==> src/include/tscp_consts.svh <==
// Register offsets, field positions, reset values and timing counts
`ifndef TSCP_CONSTS_SVH
`define TSCP_CONSTS_SVH
`define TSCP_OFF_CMD_ONE 8'h00
`define TSCP_OFF_CMD_TWO 8'h04
`define TSCP_OFF_SLOT_VALUE 8'h08
`define TSCP_OFF_SRC_PORT 8'h0c
`define TSCP_OFF_DST_PORT 8'h10
`define TSCP_OFF_IN_SLOT 8'h14
`define TSCP_OFF_OUT_SLOT 8'h18
`define TSCP_OFF_CONN_CMD 8'h1c
`define TSCP_OFF_GP_LOW 8'h20
`define TSCP_OFF_GP_HIGH 8'h24
`define TSCP_OFF_PACKED_SRC 8'h28
`define TSCP_OFF_PACKED_DST 8'h2c
`define TSCP_OFF_WIDE_CONN 8'h30
`define TSCP_OFF_WIDE_GP 8'h34
`define TSCP_OFF_STATUS 8'h38
`define TSCP_CMD_PCM_SEL 4'h2
`define TSCP_CMD_STANDBY 4'h4
`define TSCP_CMD_RATE 4'hb
`define TSCP_CMD_READ_SLOT 8'h0d
`define TSCP_CMD_IN_SHIFT 8'h0f
`define TSCP_CMD_OUT_SHIFT 8'h2f
`define TSCP_CMD_FRAME 4'h6
`define TSCP_CONN_SET 8'h01
`define TSCP_CONN_REL 8'h05
`define TSCP_PORT_BP_BIT 7
`define TSCP_SLOTS_2M 8'd32
`define TSCP_FRAME_NS 125000
`define TSCP_CLK_NS 8
`define TSCP_FRAME_CYC (`TSCP_FRAME_NS / `TSCP_CLK_NS)
`define TSCP_TIMEOUT_FRAMES 3
`define TSCP_PULSE_NS 61
`define TSCP_RATE_RESET 2'd0
`define TSCP_LINES 16
`endif

==> src/include/tscp_pkg.sv <==
// Types shared by the command block
package tscp_pkg;
	typedef enum logic [1:0] {TSCP_RATE_2M, TSCP_RATE_4M, TSCP_RATE_8M,
		TSCP_RATE_16M} tscp_rate_t;
	typedef struct packed
	{
		logic is_backplane;
		logic [6:0] line;
	} tscp_port_t;
	typedef struct packed
	{
		logic valid;
		tscp_port_t src;
		logic [7:0] in_slot;
		tscp_port_t dst;
		logic [7:0] out_slot;
		logic release_conn;
	} tscp_conn_t;
	typedef struct packed
	{
		logic [7:0] start_cycle;
		logic falling_edge;
		logic [7:0] length;
	} tscp_frame_t;
endpackage : tscp_pkg

==> src/rtl/tscp_cmd.sv <==
// Host command interpreter for the slot switching device
// Operation
// RULE_01 - Host ends clock changes with master/slave command
// RULE_02 - Host programs backplane clocking before PCM clocking
// RULE_03 - PCM clocks internal as master, external as slave
// RULE_04 - All line outputs tristated after reset
// RULE_05 - Standby toggles lines; switching keeps running
// RULE_06 - Host sets pcm-only flag for PCM tristate
// RULE_07 - Reset rate 2.048 Mbit/s; range command tunes
// RULE_08 - Host loads ports before set-bit-rate command
// RULE_09 - Shifts counted in half-bit steps
// RULE_10 - Double clock: bit is two clocks
// RULE_11 - Input shift per line, output shift global
// RULE_12 - Frame pulse: chosen edge, cycle, 61 ns multiples
// RULE_13 - Read slot captured, interrupt, new read accepted
// RULE_14 - Each read reissued; new read overwrites result
// RULE_15 - Host loads line, slot, then writes 0D
// RULE_16 - Invalid slot: no interrupt, commands refused
// RULE_17 - Time-out releases stalled read within three frames
// RULE_18 - Connections programmable while switching runs
// RULE_19 - Host releases old connection before new one
// RULE_20 - Connection via 01 or wide 0001 command
// RULE_21 - Host reads result before next slot read
// RULE_22 - Port byte top bit marks backplane line
`include "tscp_consts.svh"
module tscp_cmd
(
	input wire logic clk_in, // 125 MHz clock
	input wire logic reset_n_in, // Async reset, active low
	input wire logic [7:0] avs_address_in, // Byte address
	input wire logic avs_read_in, // Read request
	input wire logic avs_write_in, // Write request
	input wire logic [31:0] avs_writedata_in, // Write data
	output logic [31:0] avs_readdata_out, // Read data
	output logic avs_waitrequest_out, // Stall
	input wire logic frame_sync_in, // Frame pulse from line side
	input wire logic [7:0] line_slot_in, // Slot index now on line
	input wire logic [7:0] line_data_in, // Slot data now on line
	input wire logic [7:0] line_port_in, // Port of line data
	output logic backplane_oe_out, // Backplane outputs enabled
	output logic pcm_oe_out, // PCM outputs enabled
	output logic pcm_clock_master_out, // PCM clocks from PLL
	output logic [3:0] pcm_gi_out, // PCM clock parameter
	output logic [1:0] range_out, // Data rate range
	output logic [1:0] in_rate_out [`TSCP_LINES], // Input rates
	output logic [1:0] out_rate_out [`TSCP_LINES], // Output rates
	output logic [3:0] in_shift_out [`TSCP_LINES], // Half-bit shifts
	output logic [3:0] out_shift_out, // Half-bit shift, all outputs
	output logic [4:0] in_shift_clk_out, // Shift in clocks, line 0
	output tscp_pkg::tscp_frame_t frame_cfg_out [2], // Pulse setup
	output logic [15:0] pulse_ns_out [2], // Pulse length in ns
	output tscp_pkg::tscp_conn_t conn_out, // Connection request
	output logic slot_read_irq_out // Slot read done pulse
);
	logic [7:0] src_port; // Source port
	logic [7:0] dst_port; // Destination port
	logic [7:0] in_slot; // Input slot
	logic [7:0] out_slot; // Output slot
	logic [7:0] gp_low; // General parameter low
	logic [7:0] gp_high; // General parameter high
	logic [7:0] slot_value; // Captured slot value
	logic read_busy; // Read pending
	logic read_bad; // Pending read invalid
	logic [20:0] timeout_cnt; // Time-out cycle counter
	logic sync1, sync2, sync3; // Frame sync synchroniser
	logic [7:0] slot_s1, slot_s2, data_s1, data_s2; // Line sync
	logic [7:0] port_s1, port_s2; // Port sync
	logic double_clk; // Data clock at twice rate
	logic wr, rd; // Bus strobes
	logic cmd_one_wr; // Write to first command register
	logic [7:0] wbyte; // Low write byte
	logic [8:0] max_slot; // Slots for selected line rate, up to 256

	// Strobes; slave answers in the request cycle
	assign wr = avs_write_in;
	assign rd = avs_read_in;
	assign wbyte = avs_writedata_in[7:0];
	assign avs_waitrequest_out = 1'b0;
	assign cmd_one_wr = wr && avs_address_in == `TSCP_OFF_CMD_ONE
		&& !read_busy; // RULE_16
	assign double_clk = gp_high[7];

	// Input synchronisers for line-side signals
	always_ff @(posedge clk_in or negedge reset_n_in)
	begin
		if (!reset_n_in)
		begin
			sync1 <= 1'b0;
			sync2 <= 1'b0;
			sync3 <= 1'b0;
			slot_s1 <= 8'h00;
			slot_s2 <= 8'h00;
			data_s1 <= 8'h00;
			data_s2 <= 8'h00;
			port_s1 <= 8'h00;
			port_s2 <= 8'h00;
		end
		else
		begin
			sync1 <= frame_sync_in;
			sync2 <= sync1;
			sync3 <= sync2;
			slot_s1 <= line_slot_in;
			slot_s2 <= slot_s1;
			data_s1 <= line_data_in;
			data_s2 <= data_s1;
			port_s1 <= line_port_in;
			port_s2 <= port_s1;
		end
	end

	// Address and parameter registers, byte and packed forms
	always_ff @(posedge clk_in or negedge reset_n_in)
	begin
		if (!reset_n_in)
		begin
			src_port <= 8'h00;
			dst_port <= 8'h00;
			in_slot <= 8'h00;
			out_slot <= 8'h00;
			gp_low <= 8'h00;
			gp_high <= 8'h00;
		end
		else if (wr)
		begin
			case (avs_address_in)
				`TSCP_OFF_SRC_PORT: src_port <= wbyte;
				`TSCP_OFF_DST_PORT: dst_port <= wbyte;
				`TSCP_OFF_IN_SLOT: in_slot <= wbyte;
				`TSCP_OFF_OUT_SLOT: out_slot <= wbyte;
				`TSCP_OFF_GP_LOW: gp_low <= wbyte;
				`TSCP_OFF_GP_HIGH: gp_high <= wbyte;
				`TSCP_OFF_PACKED_SRC: // Slot high byte, port low
				begin
					src_port <= wbyte;
					in_slot <= avs_writedata_in[15:8];
				end
				`TSCP_OFF_PACKED_DST:
				begin
					dst_port <= wbyte;
					out_slot <= avs_writedata_in[15:8];
				end
				`TSCP_OFF_WIDE_GP:
				begin
					gp_low <= wbyte;
					gp_high <= avs_writedata_in[15:8];
				end
				default: ;
			endcase
		end
	end

	// Standby and PCM clock selection from the first command register
	always_ff @(posedge clk_in or negedge reset_n_in)
	begin
		if (!reset_n_in)
		begin
			backplane_oe_out <= 1'b0; // RULE_04
			pcm_oe_out <= 1'b0; // RULE_04
			pcm_clock_master_out <= 1'b0;
			pcm_gi_out <= 4'h0;
		end
		else if (cmd_one_wr)
		begin
			case (wbyte[3:0])
				`TSCP_CMD_STANDBY: // Bit 5 tristates, gp bit 0 PCM only
				begin
					pcm_oe_out <= !wbyte[5]; // RULE_05
					if (!gp_low[0])
						backplane_oe_out <= !wbyte[5]; // RULE_05
				end
				`TSCP_CMD_PCM_SEL: // Bit 4 set selects master
				begin
					pcm_clock_master_out <= wbyte[4]; // RULE_03
					pcm_gi_out <= gp_low[3:0]; // RULE_03
				end
				default: ;
			endcase
		end
	end

	// Rate range, data rates and input shifts per line, output shift for all lines
	always_ff @(posedge clk_in or negedge reset_n_in)
	begin
		if (!reset_n_in)
		begin
			range_out <= `TSCP_RATE_RESET; // RULE_07
			out_shift_out <= 4'h0;
			for (int i = 0; i < `TSCP_LINES; i++)
			begin
				in_rate_out[i] <= `TSCP_RATE_RESET; // RULE_07
				out_rate_out[i] <= `TSCP_RATE_RESET;
				in_shift_out[i] <= 4'h0;
			end
		end
		else
		begin
			if (wr && avs_address_in == `TSCP_OFF_CMD_TWO && !read_busy
				&& wbyte[3:0] == 4'h8)
				range_out <= wbyte[5:4]; // RULE_07
			if (cmd_one_wr && wbyte[3:0] == `TSCP_CMD_RATE)
			begin
				in_rate_out[src_port[3:0]] <= wbyte[7:6]; // RULE_08
				out_rate_out[dst_port[3:0]] <= wbyte[5:4];
			end
			if (cmd_one_wr && wbyte == `TSCP_CMD_IN_SHIFT)
				in_shift_out[src_port[3:0]] <= gp_low[3:0]; // RULE_11
			if (cmd_one_wr && wbyte == `TSCP_CMD_OUT_SHIFT)
				out_shift_out <= gp_low[3:0]; // RULE_11
		end
	end

	// Half-bit shift to clocks: half bit is one clock at double rate
	always_ff @(posedge clk_in or negedge reset_n_in)
	begin
		if (!reset_n_in)
			in_shift_clk_out <= 5'h00;
		else if (double_clk)
			in_shift_clk_out <= {1'b0, in_shift_out[0]}; // RULE_10
		else
			in_shift_clk_out <= {2'b00, in_shift_out[0][3:1]}; // RULE_09
	end

	// Frame pulse setup from general parameters and second command
	always_ff @(posedge clk_in or negedge reset_n_in)
	begin
		if (!reset_n_in)
			for (int i = 0; i < 2; i++)
			begin
				frame_cfg_out[i] <= '0;
				pulse_ns_out[i] <= 16'h0000;
			end
		else if (wr && avs_address_in == `TSCP_OFF_CMD_TWO && !read_busy
			&& wbyte[3:0] == `TSCP_CMD_FRAME && wbyte[7:4] != 4'h0
			&& wbyte[7:4] < 4'h3)
		begin
			frame_cfg_out[wbyte[4] ? 0 : 1].start_cycle <=
				{gp_high[4:0], gp_low[7:5]}; // RULE_12
			frame_cfg_out[wbyte[4] ? 0 : 1].falling_edge <= gp_low[4];
			frame_cfg_out[wbyte[4] ? 0 : 1].length <= {5'h00, gp_high[7:5]};
			// Length code n stands for n+1 units of the pulse step
			pulse_ns_out[wbyte[4] ? 0 : 1] <=
				16'(({1'b0, gp_high[7:5]} + 4'h1)
				* `TSCP_PULSE_NS); // RULE_12
		end
	end

	// Slot read: capture, interrupt, time-out
	always_comb
	begin
		// Nine bits so that 256 slots at the top rate do not wrap to 0
		max_slot = 9'(`TSCP_SLOTS_2M) << in_rate_out[src_port[3:0]];
	end

	always_ff @(posedge clk_in or negedge reset_n_in)
	begin
		if (!reset_n_in)
		begin
			read_busy <= 1'b0;
			read_bad <= 1'b0;
			slot_value <= 8'h00;
			timeout_cnt <= 21'h0;
			slot_read_irq_out <= 1'b0;
		end
		else
		begin
			slot_read_irq_out <= 1'b0;
			if (cmd_one_wr && wbyte == `TSCP_CMD_READ_SLOT)
			begin
				read_busy <= 1'b1; // RULE_14
				read_bad <= in_slot >= max_slot; // RULE_16
				slot_value <= 8'h00; // RULE_14
				timeout_cnt <= 21'h0;
			end
			else if (read_busy)
			begin
				timeout_cnt <= timeout_cnt + 21'h1;
				if (!read_bad && slot_s2 == in_slot && port_s2 == src_port)
				begin
					slot_value <= data_s2; // RULE_13
					slot_read_irq_out <= 1'b1; // RULE_13
					read_busy <= 1'b0;
				end
				else if (timeout_cnt == 21'(`TSCP_TIMEOUT_FRAMES
					* `TSCP_FRAME_CYC - 1))
					read_busy <= 1'b0; // RULE_17
			end
		end
	end

	// Connection requests, accepted while switching continues
	always_ff @(posedge clk_in or negedge reset_n_in)
	begin
		if (!reset_n_in)
			conn_out <= '0;
		else
		begin
			conn_out.valid <= 1'b0;
			if (wr && !read_busy && ((avs_address_in == `TSCP_OFF_CONN_CMD
				&& (wbyte == `TSCP_CONN_SET || wbyte == `TSCP_CONN_REL))
				|| (avs_address_in == `TSCP_OFF_WIDE_CONN
				&& avs_writedata_in[15:8] == 8'h00
				&& (wbyte == `TSCP_CONN_SET || wbyte == `TSCP_CONN_REL))))
			begin
				conn_out.valid <= 1'b1; // RULE_18
				conn_out.src <= src_port; // RULE_22
				conn_out.dst <= dst_port; // RULE_22
				conn_out.in_slot <= in_slot; // RULE_20
				conn_out.out_slot <= out_slot;
				conn_out.release_conn <= wbyte == `TSCP_CONN_REL;
			end
		end
	end

	// Read data mux; unmapped reads as zero, idle bus as unmapped
	always_comb
	begin
		case (rd ? avs_address_in : 8'hff)
			`TSCP_OFF_SLOT_VALUE: avs_readdata_out = {24'h0, slot_value};
			`TSCP_OFF_SRC_PORT: avs_readdata_out = {24'h0, src_port};
			`TSCP_OFF_DST_PORT: avs_readdata_out = {24'h0, dst_port};
			`TSCP_OFF_IN_SLOT: avs_readdata_out = {24'h0, in_slot};
			`TSCP_OFF_OUT_SLOT: avs_readdata_out = {24'h0, out_slot};
			`TSCP_OFF_GP_LOW: avs_readdata_out = {24'h0, gp_low};
			`TSCP_OFF_GP_HIGH: avs_readdata_out = {24'h0, gp_high};
			`TSCP_OFF_STATUS: avs_readdata_out = {27'h0, sync3, read_bad,
				read_busy, backplane_oe_out, pcm_oe_out};
			default: avs_readdata_out = 32'h0;
		endcase
	end
endmodule : tscp_cmd

==> config.mk <==
export PLATFORM = sky130hd
export DESIGN_NAME = tscp_cmd
export DESIGN_NICKNAME = d
export VERILOG_FILES = /design/src/include/tscp_pkg.sv /design/src/rtl/tscp_cmd.sv
export VERILOG_INCLUDE_DIRS = /design/src /design/src/include
export SDC_FILE = /design/constraint.sdc
export NUM_CORES = 1
export LEC_CHECK = 0
export BUFFER_PORTS_ARGS = -buffer_cell sky130_fd_sc_hd__buf_2
export CORE_ASPECT_RATIO = 1.4
export CORE_MARGIN = 4
export CORE_UTILIZATION = 55
export CTS_BUF_LIST = sky130_fd_sc_hd__clkbuf_4 sky130_fd_sc_hd__clkbuf_8 sky130_fd_sc_hd__clkbuf_16
export CTS_CLUSTER_SIZE = 14
export DETAILED_ROUTE_END_ITERATION = 8
export PLACE_DENSITY = 0.81
export SYNTH_ARGS = -nofsm -noshare
export SYNTH_HDL_FRONTEND = slang
export SYNTH_SLANG_ARGS = --single-unit
==> constraint.sdc <==
create_clock -name clk_in -period 4.9 [get_ports clk_in]
set_input_delay 0.49 -clock clk_in [delete_from_list [all_inputs] [get_ports clk_in]]
set_output_delay 0.49 -clock clk_in [all_outputs]
set_load 0.05 [all_outputs]
### Word level (Yosys, flattened, before mapping)

Index checks and enable logic that the tools add are counted.

* register bits: 377
* bits in latches: 0
* bits in writable memories: 0
* ROM bits: 0
* output and inout bits: 280
* logic and storage cells: 232
* memories kept: 0

* add/sub/neg operators: 2
* multiply operators: 1
* div/mod/pow operators: 0
* order comparisons: 8
* eq/ne operators: 33
* shift operators: 1
* mux-type cells: 44
* bitwise gates (word level): 4
* reduce and logical (&&, ||, !) cells: 48

Operators with widths (count)
* $bwmux W34: 3
* $bwmux W32: 3
* $eq A8 B6 Y1 const B: 10
* $bwmux W64: 1
* $pmux W8 S8: 1
* $eq A8 B5 Y1 const B: 7
* $demux W17 S1: 3
* $pmux W8 S2: 3
* $mux W21: 2
* $eq A8 B4 Y1 const B: 5
* $mux W8: 5
* $mux W34: 1
* $ge A32 B2 Y1 const B: 1
* $lt A32 B1 Y1 const B: 1
* $not A1 Y32: 1
* $logic_and A1 B1 Y1: 22
* $add A21 B1 Y21 const B: 1
* $eq A21 B16 Y1 const B: 1
* $reduce_and A2 Y1: 9
* $mux W17: 1
* $demux W16 S1: 1
* $demux W2 S4: 2
* $demux W4 S4: 1
* $eq A8 B3 Y1 const B: 2
* 27 further kinds: 54

### Depth between registers and ports, before layout

* depth in word-level cells: 9
* depth in mapped cells: 14
* depth with buffers taken out: 13

### Worst setup path before layout

No wires, ideal clock.

* path kind: register to register
* start: register gp_high[5]
* end: register pulse_ns_out[9] in the netlist's numbering
* setup time: 0.095 ns
* data arrival time: 3.480 ns
* setup slack: 1.324 ns
* stages on the path, launching flop included: 15
* period minus slack after synthesis: 3.576 ns
* cells stage by stage: dfrtp_1 > clkbuf_1 > inv_1 > ha_1 > inv_1 > fa_1 > inv_1 > fa_1 > inv_1 > ha_1 > a21oi_1 > and3b_1 > o21a_1 > o21a_1 > o31ai_1

* cells in the longest elaborated chain, start to end: 3

Ends and longest elaborated chain
* start: declaration: RTL line tscp_cmd.sv:60 `logic [7:0] gp_high;`
* start signal: assignment: RTL line tscp_cmd.sv:132 `` `TSCP_OFF_GP_HIGH: gp_high <= wbyte; ``
* start signal: assignment: RTL line tscp_cmd.sv:146 `gp_high <= avs_writedata_in[15:8];`
* $add A3 B1 Y4: RTL line tscp_cmd.sv:243 `16'(({1'b0, gp_high[7:5]} + 4'h1)`
* $mul A4 B6 Y10 (no source line)
* $bwmux W32: RTL line tscp_cmd.sv:242 `pulse_ns_out[wbyte[4] ? 0 : 1] <=`
* end signal: indexed assignment: RTL line tscp_cmd.sv:242
* end: declaration: RTL line tscp_cmd.sv:51 `output logic [15:0] pulse_ns_out [2],`

Every way passes these cells.
A chain may end at the register's enable or synchronous reset.

### Worst setup path after layout

Ends and elaborated chain as after synthesis.

==> results.py <==
metrics = {
    "detailed_routing": {
        "vias_per_cell": 5.72,
        "first_pass_iters": 5,
        "drt.antenna.violating_nets": 0,
        "drt-initial-drc-count": 697,
        "wl_per_cell_um": 21.6,
        "finalWirelength_um": 40700,
        "via_count": 10800,
        "drc_errors": 0,
    },
    "die": {
        "core_area_um2": 28300,
        "initial_core_util": 0.555,
        "die-area_um2": 31400,
        "dieWidth_um": 151,
        "die_h_um": 208,
        "rows": 73,
        "ios": 349,
    },
    "worst_setup_path": {
        "crit_required_ns": 5.31,
        "start_kind": "flop",
        "cp_common_cell": "inv_1",
        "end_kind": "flop",
        "path_cells": "inv_1 -> ha_1 -> inv_1 -> fa_1 -> inv_1 -> fa_1 -> inv_1 -> ha_1 -> a21oi_1 -> and3b_1 -> o21a_1 -> o21a_1 -> o31ai_1",
        "critPathMaxStageDelay_ns": 0.61,
        "worstPathMaxFanout": 11,
        "crit_type": "flop to flop",
        "worst_ep_arrival_time_ns": 4.25,
        "slowest_stage": "dfrtp_1",
    },
    "place": {
        "dp_cells": 1825,
        "dpl.hpwl_um": 29100,
        "gp_congestion": 0.996,
        "io_buffers": 284,
    },
    "clock_tree": {
        "h-tree-depth": 2,
        "cts_sinks": 354,
        "postCtsHoldBufs": 0,
        "cts_tree": "built",
        "root_buffer": "clkbuf_16",
        "cts_resized": 0,
        "post_cts_buffers": 0,
        "clockBufferDepth": 3,
        "clk_pin_slew_ns": 0.06,
        "cts_buffers": 34,
        "clk_latency_ns": 0.52,
    },
    "logic_synthesis": {
        "synth_compound_area_frac": 0.0422,
        "synthArstFlopShare": 1.00,
        "synth.distinct_cells": 58,
        "synth_flop_cell": "dfrtp_1",
        "syn_inst": 1229,
        "synth_top_family_by_area": "multiplexers",
        "synthAdderAreaFrac": 0.0215,
        "yosysTopAreaCell": "dfrtp_1",
        "ys_seq_area_frac": 0.564,
        "ys_seq_elements": 354,
        "synth_mux_area_frac": 0.204,
        "synth_top_area_share": 0.564,
        "yosys.area_share.simple": 0.0998,
        "syn-cell-area_um2": 15700,
        "synth_enable_flop_cells": 0,
        "yosys_warnings": 0,
        "synth_xor_area_frac": 0.0212,
        "postSynthAreaPerCell_um2": 12.8,
        "netlist_top_cells_area": "dfrtp_1 (56%), mux2_2 (15%), buf_4 (2.3%)",
    },
    "global_route": {
        "gr-usage-met1": 0.305,
        "grt_first_pass_wirelength_um": 63200,
        "antenna_found_initial": 6,
        "grt.busiest_layer": "met2",
        "grt_pass1_vias": 11200,
        "met2_usage": 0.442,
        "grt_usage": 0.260,
        "grt_overflow": 0,
        "grt_max_degree": 136,
        "use_met3": 0.0571,
    },
    "sta": {
        "finalCritPeriodShare": 0.784,
        "period_needed_ns": 3.84,
        "hold_viol_final": 0,
        "clock.fmax_mhz": 260,
        "hold_slack_ns": 0.0200,
        "fin_tns_setup_ns": 0,
        "setup_viol": 0,
        "rsz0062_at_grt": "false",
        "drv_slew": 0,
        "skew_ns": 0.0120,
        "worst_slew_pin_slew_ns": 1.09,
        "max-slew-margin-rel": 0.268,
    },
    "finish": {
        "layout_commonest_cell": "dfrtp_1",
        "multiInputGateArea_um2": 6300,
        "instances_no_fill": 1885,
        "area_growth_pct": 17.0,
        "ff_latch_area_um2": 8860,
        "fin_nets": 1579,
        "final_layout_size_suffix_gt1_frac": 0.391,
        "mostFrequentLayoutCells": "dfrtp_1 (354), buf_2 (283), mux2_2 (208)",
        "fill_cells": 2124,
    },
    "pwr": {
        "power_frac_comb": 0.072,
        "power.density_nw_per_um2": 341,
        "ir_drop_mv": 0.305,
        "power_leakage_nw": 9.75,
        "seqPwrFrac": 0.493,
        "p_sw_mw": 1.52,
        "p_int_mw": 4.74,
        "power.total_mw": 6.27,
        "p_sw_frac": 0.243,
        "p_clk_frac": 0.434,
    },
    "status": {
        "status": "finished, final reports clean",
    },
    "run": {
        "maxCapViolCount": 0,
    },
    "hold_path": {
        "hp-class": "input port to asynchronous set/reset pin",
    },
}
cells in the mapped netlist (3+ instances only):
cell type and count:
a21oi_1 10, o31ai_1 3, nand4b_1 3, xor2_1 10, mux2_1 31, a22oi_1 11
o21a_1 4, mux2_2 208, clkbuf_1 55, and3_1 14, nor3b_1 4, nand2_1 67
and4_1 5, nor3_1 10, inv_1 17, buf_4 49, a22o_1 7, xnor2_1 28
buf_2 7, and2_1 6, buf_1 7, buf_6 3, ha_1 19, nor2b_1 13
nor2_1 36, fa_1 5, nand3_1 57, mux2i_1 34, o21ai_0 52, nand4_1 30
or3_1 9, mux4_2 8, o221ai_1 5, dfrtp_1 354, nor3_2 11, nor4_1 7
per-stage QoR:
stage	util	cell area, um^2	worst slack, ns
finish	0.649	18400	1.06
global route	0.649	18400	0.787
global placement	0.608	17200	1.11
detailed placement	0.608	17200	1.07
CTS	0.649	18400	1.05
floorplan	-	15900	1.32
logic make-up (layout without fill, tap and decap cells):
family	count (synthesis)	after routing
other cells	1	50
fa+ha+maj	24	24
xor+xnor	38	38
buf+inv	139	371
simple gates	287	287
flops	354	354
compound gates	105	105
mux	281	281
worst max-delay path, delay by kind of cell (launching register included):
family                   cells  cell delay [ns]
adder cells (fa/ha/maj)      4             1.82
AO/OA/AOI/OAI                4             0.73
flip-flops                   1             0.61
AND/OR/NAND/NOR              1             0.19
buffers and inverters        4             0.37
routing by layer:
layer,vias up,part of all wire
met3,128,0.069
met2,469,0.51
met5,-,0.0014
met1,5414,0.37
met4,8,0.055
li1,4768,-
flip-flops by register name, indices dropped and copies added (netlist names), 20 cells and up:
| name | cells |
|---|---|
| out_rate_out | 32 |
| conn_out | 34 |
| in_shift_out | 64 |
| frame_cfg_out | 24 |
| pulse_ns_out | 20 |
| timeout_cnt | 21 |
| in_rate_out | 32 |
layout make-up:
cell class | instances | area share
clock buffer | 51 | 0.0565
multi-input combinational | 783 | 0.343
clock inverter | 7 | 0.00633
tap | 375 | 0.0255
antenna | 2 | 0.000272
inverter | 17 | 0.00347
timing repair buffer | 296 | 0.0834
sequential | 354 | 0.482
power groups by stage:
| stage | clock [mW] | combinational, mW | sequential, mW |
|---|---|---|---|
| 2_1_floorplan | 0 | 0.355 | 3.07 |
| 3_3_place_gp | 0 | 0.443 | 3.14 |
| 3_5_place_dp | 0 | 0.456 | 3.14 |
| 4_1_cts | 2.77 | 0.458 | 3.09 |
| 5_1_grt | 2.88 | 0.504 | 3.10 |
| 6_report | 2.72 | 0.454 | 3.09 |
final timing paths:
| check | startpoint | end | slack [ns] | cells after the start |
|---|---|---|---|---|
| max | gp_high[5] | pulse_ns_out[9] | 1.06 | 13 |
| min | reset_n_in | data_s1[2] | 0.02 | 1 |
| max reg2reg | gp_high[5] | pulse_ns_out[9] | 1.06 | 13 |
| min reg2reg | data_s1[0] | data_s2[0] | 0.34 | 0 |
| max in group asynchronous | reset_n_in | gp_low[4] | 3.58 | 2 |
| min in group clk_in | frame_sync_in | sync1 | 0.07 | 1 |
Power figures use the tool's default switching activity.
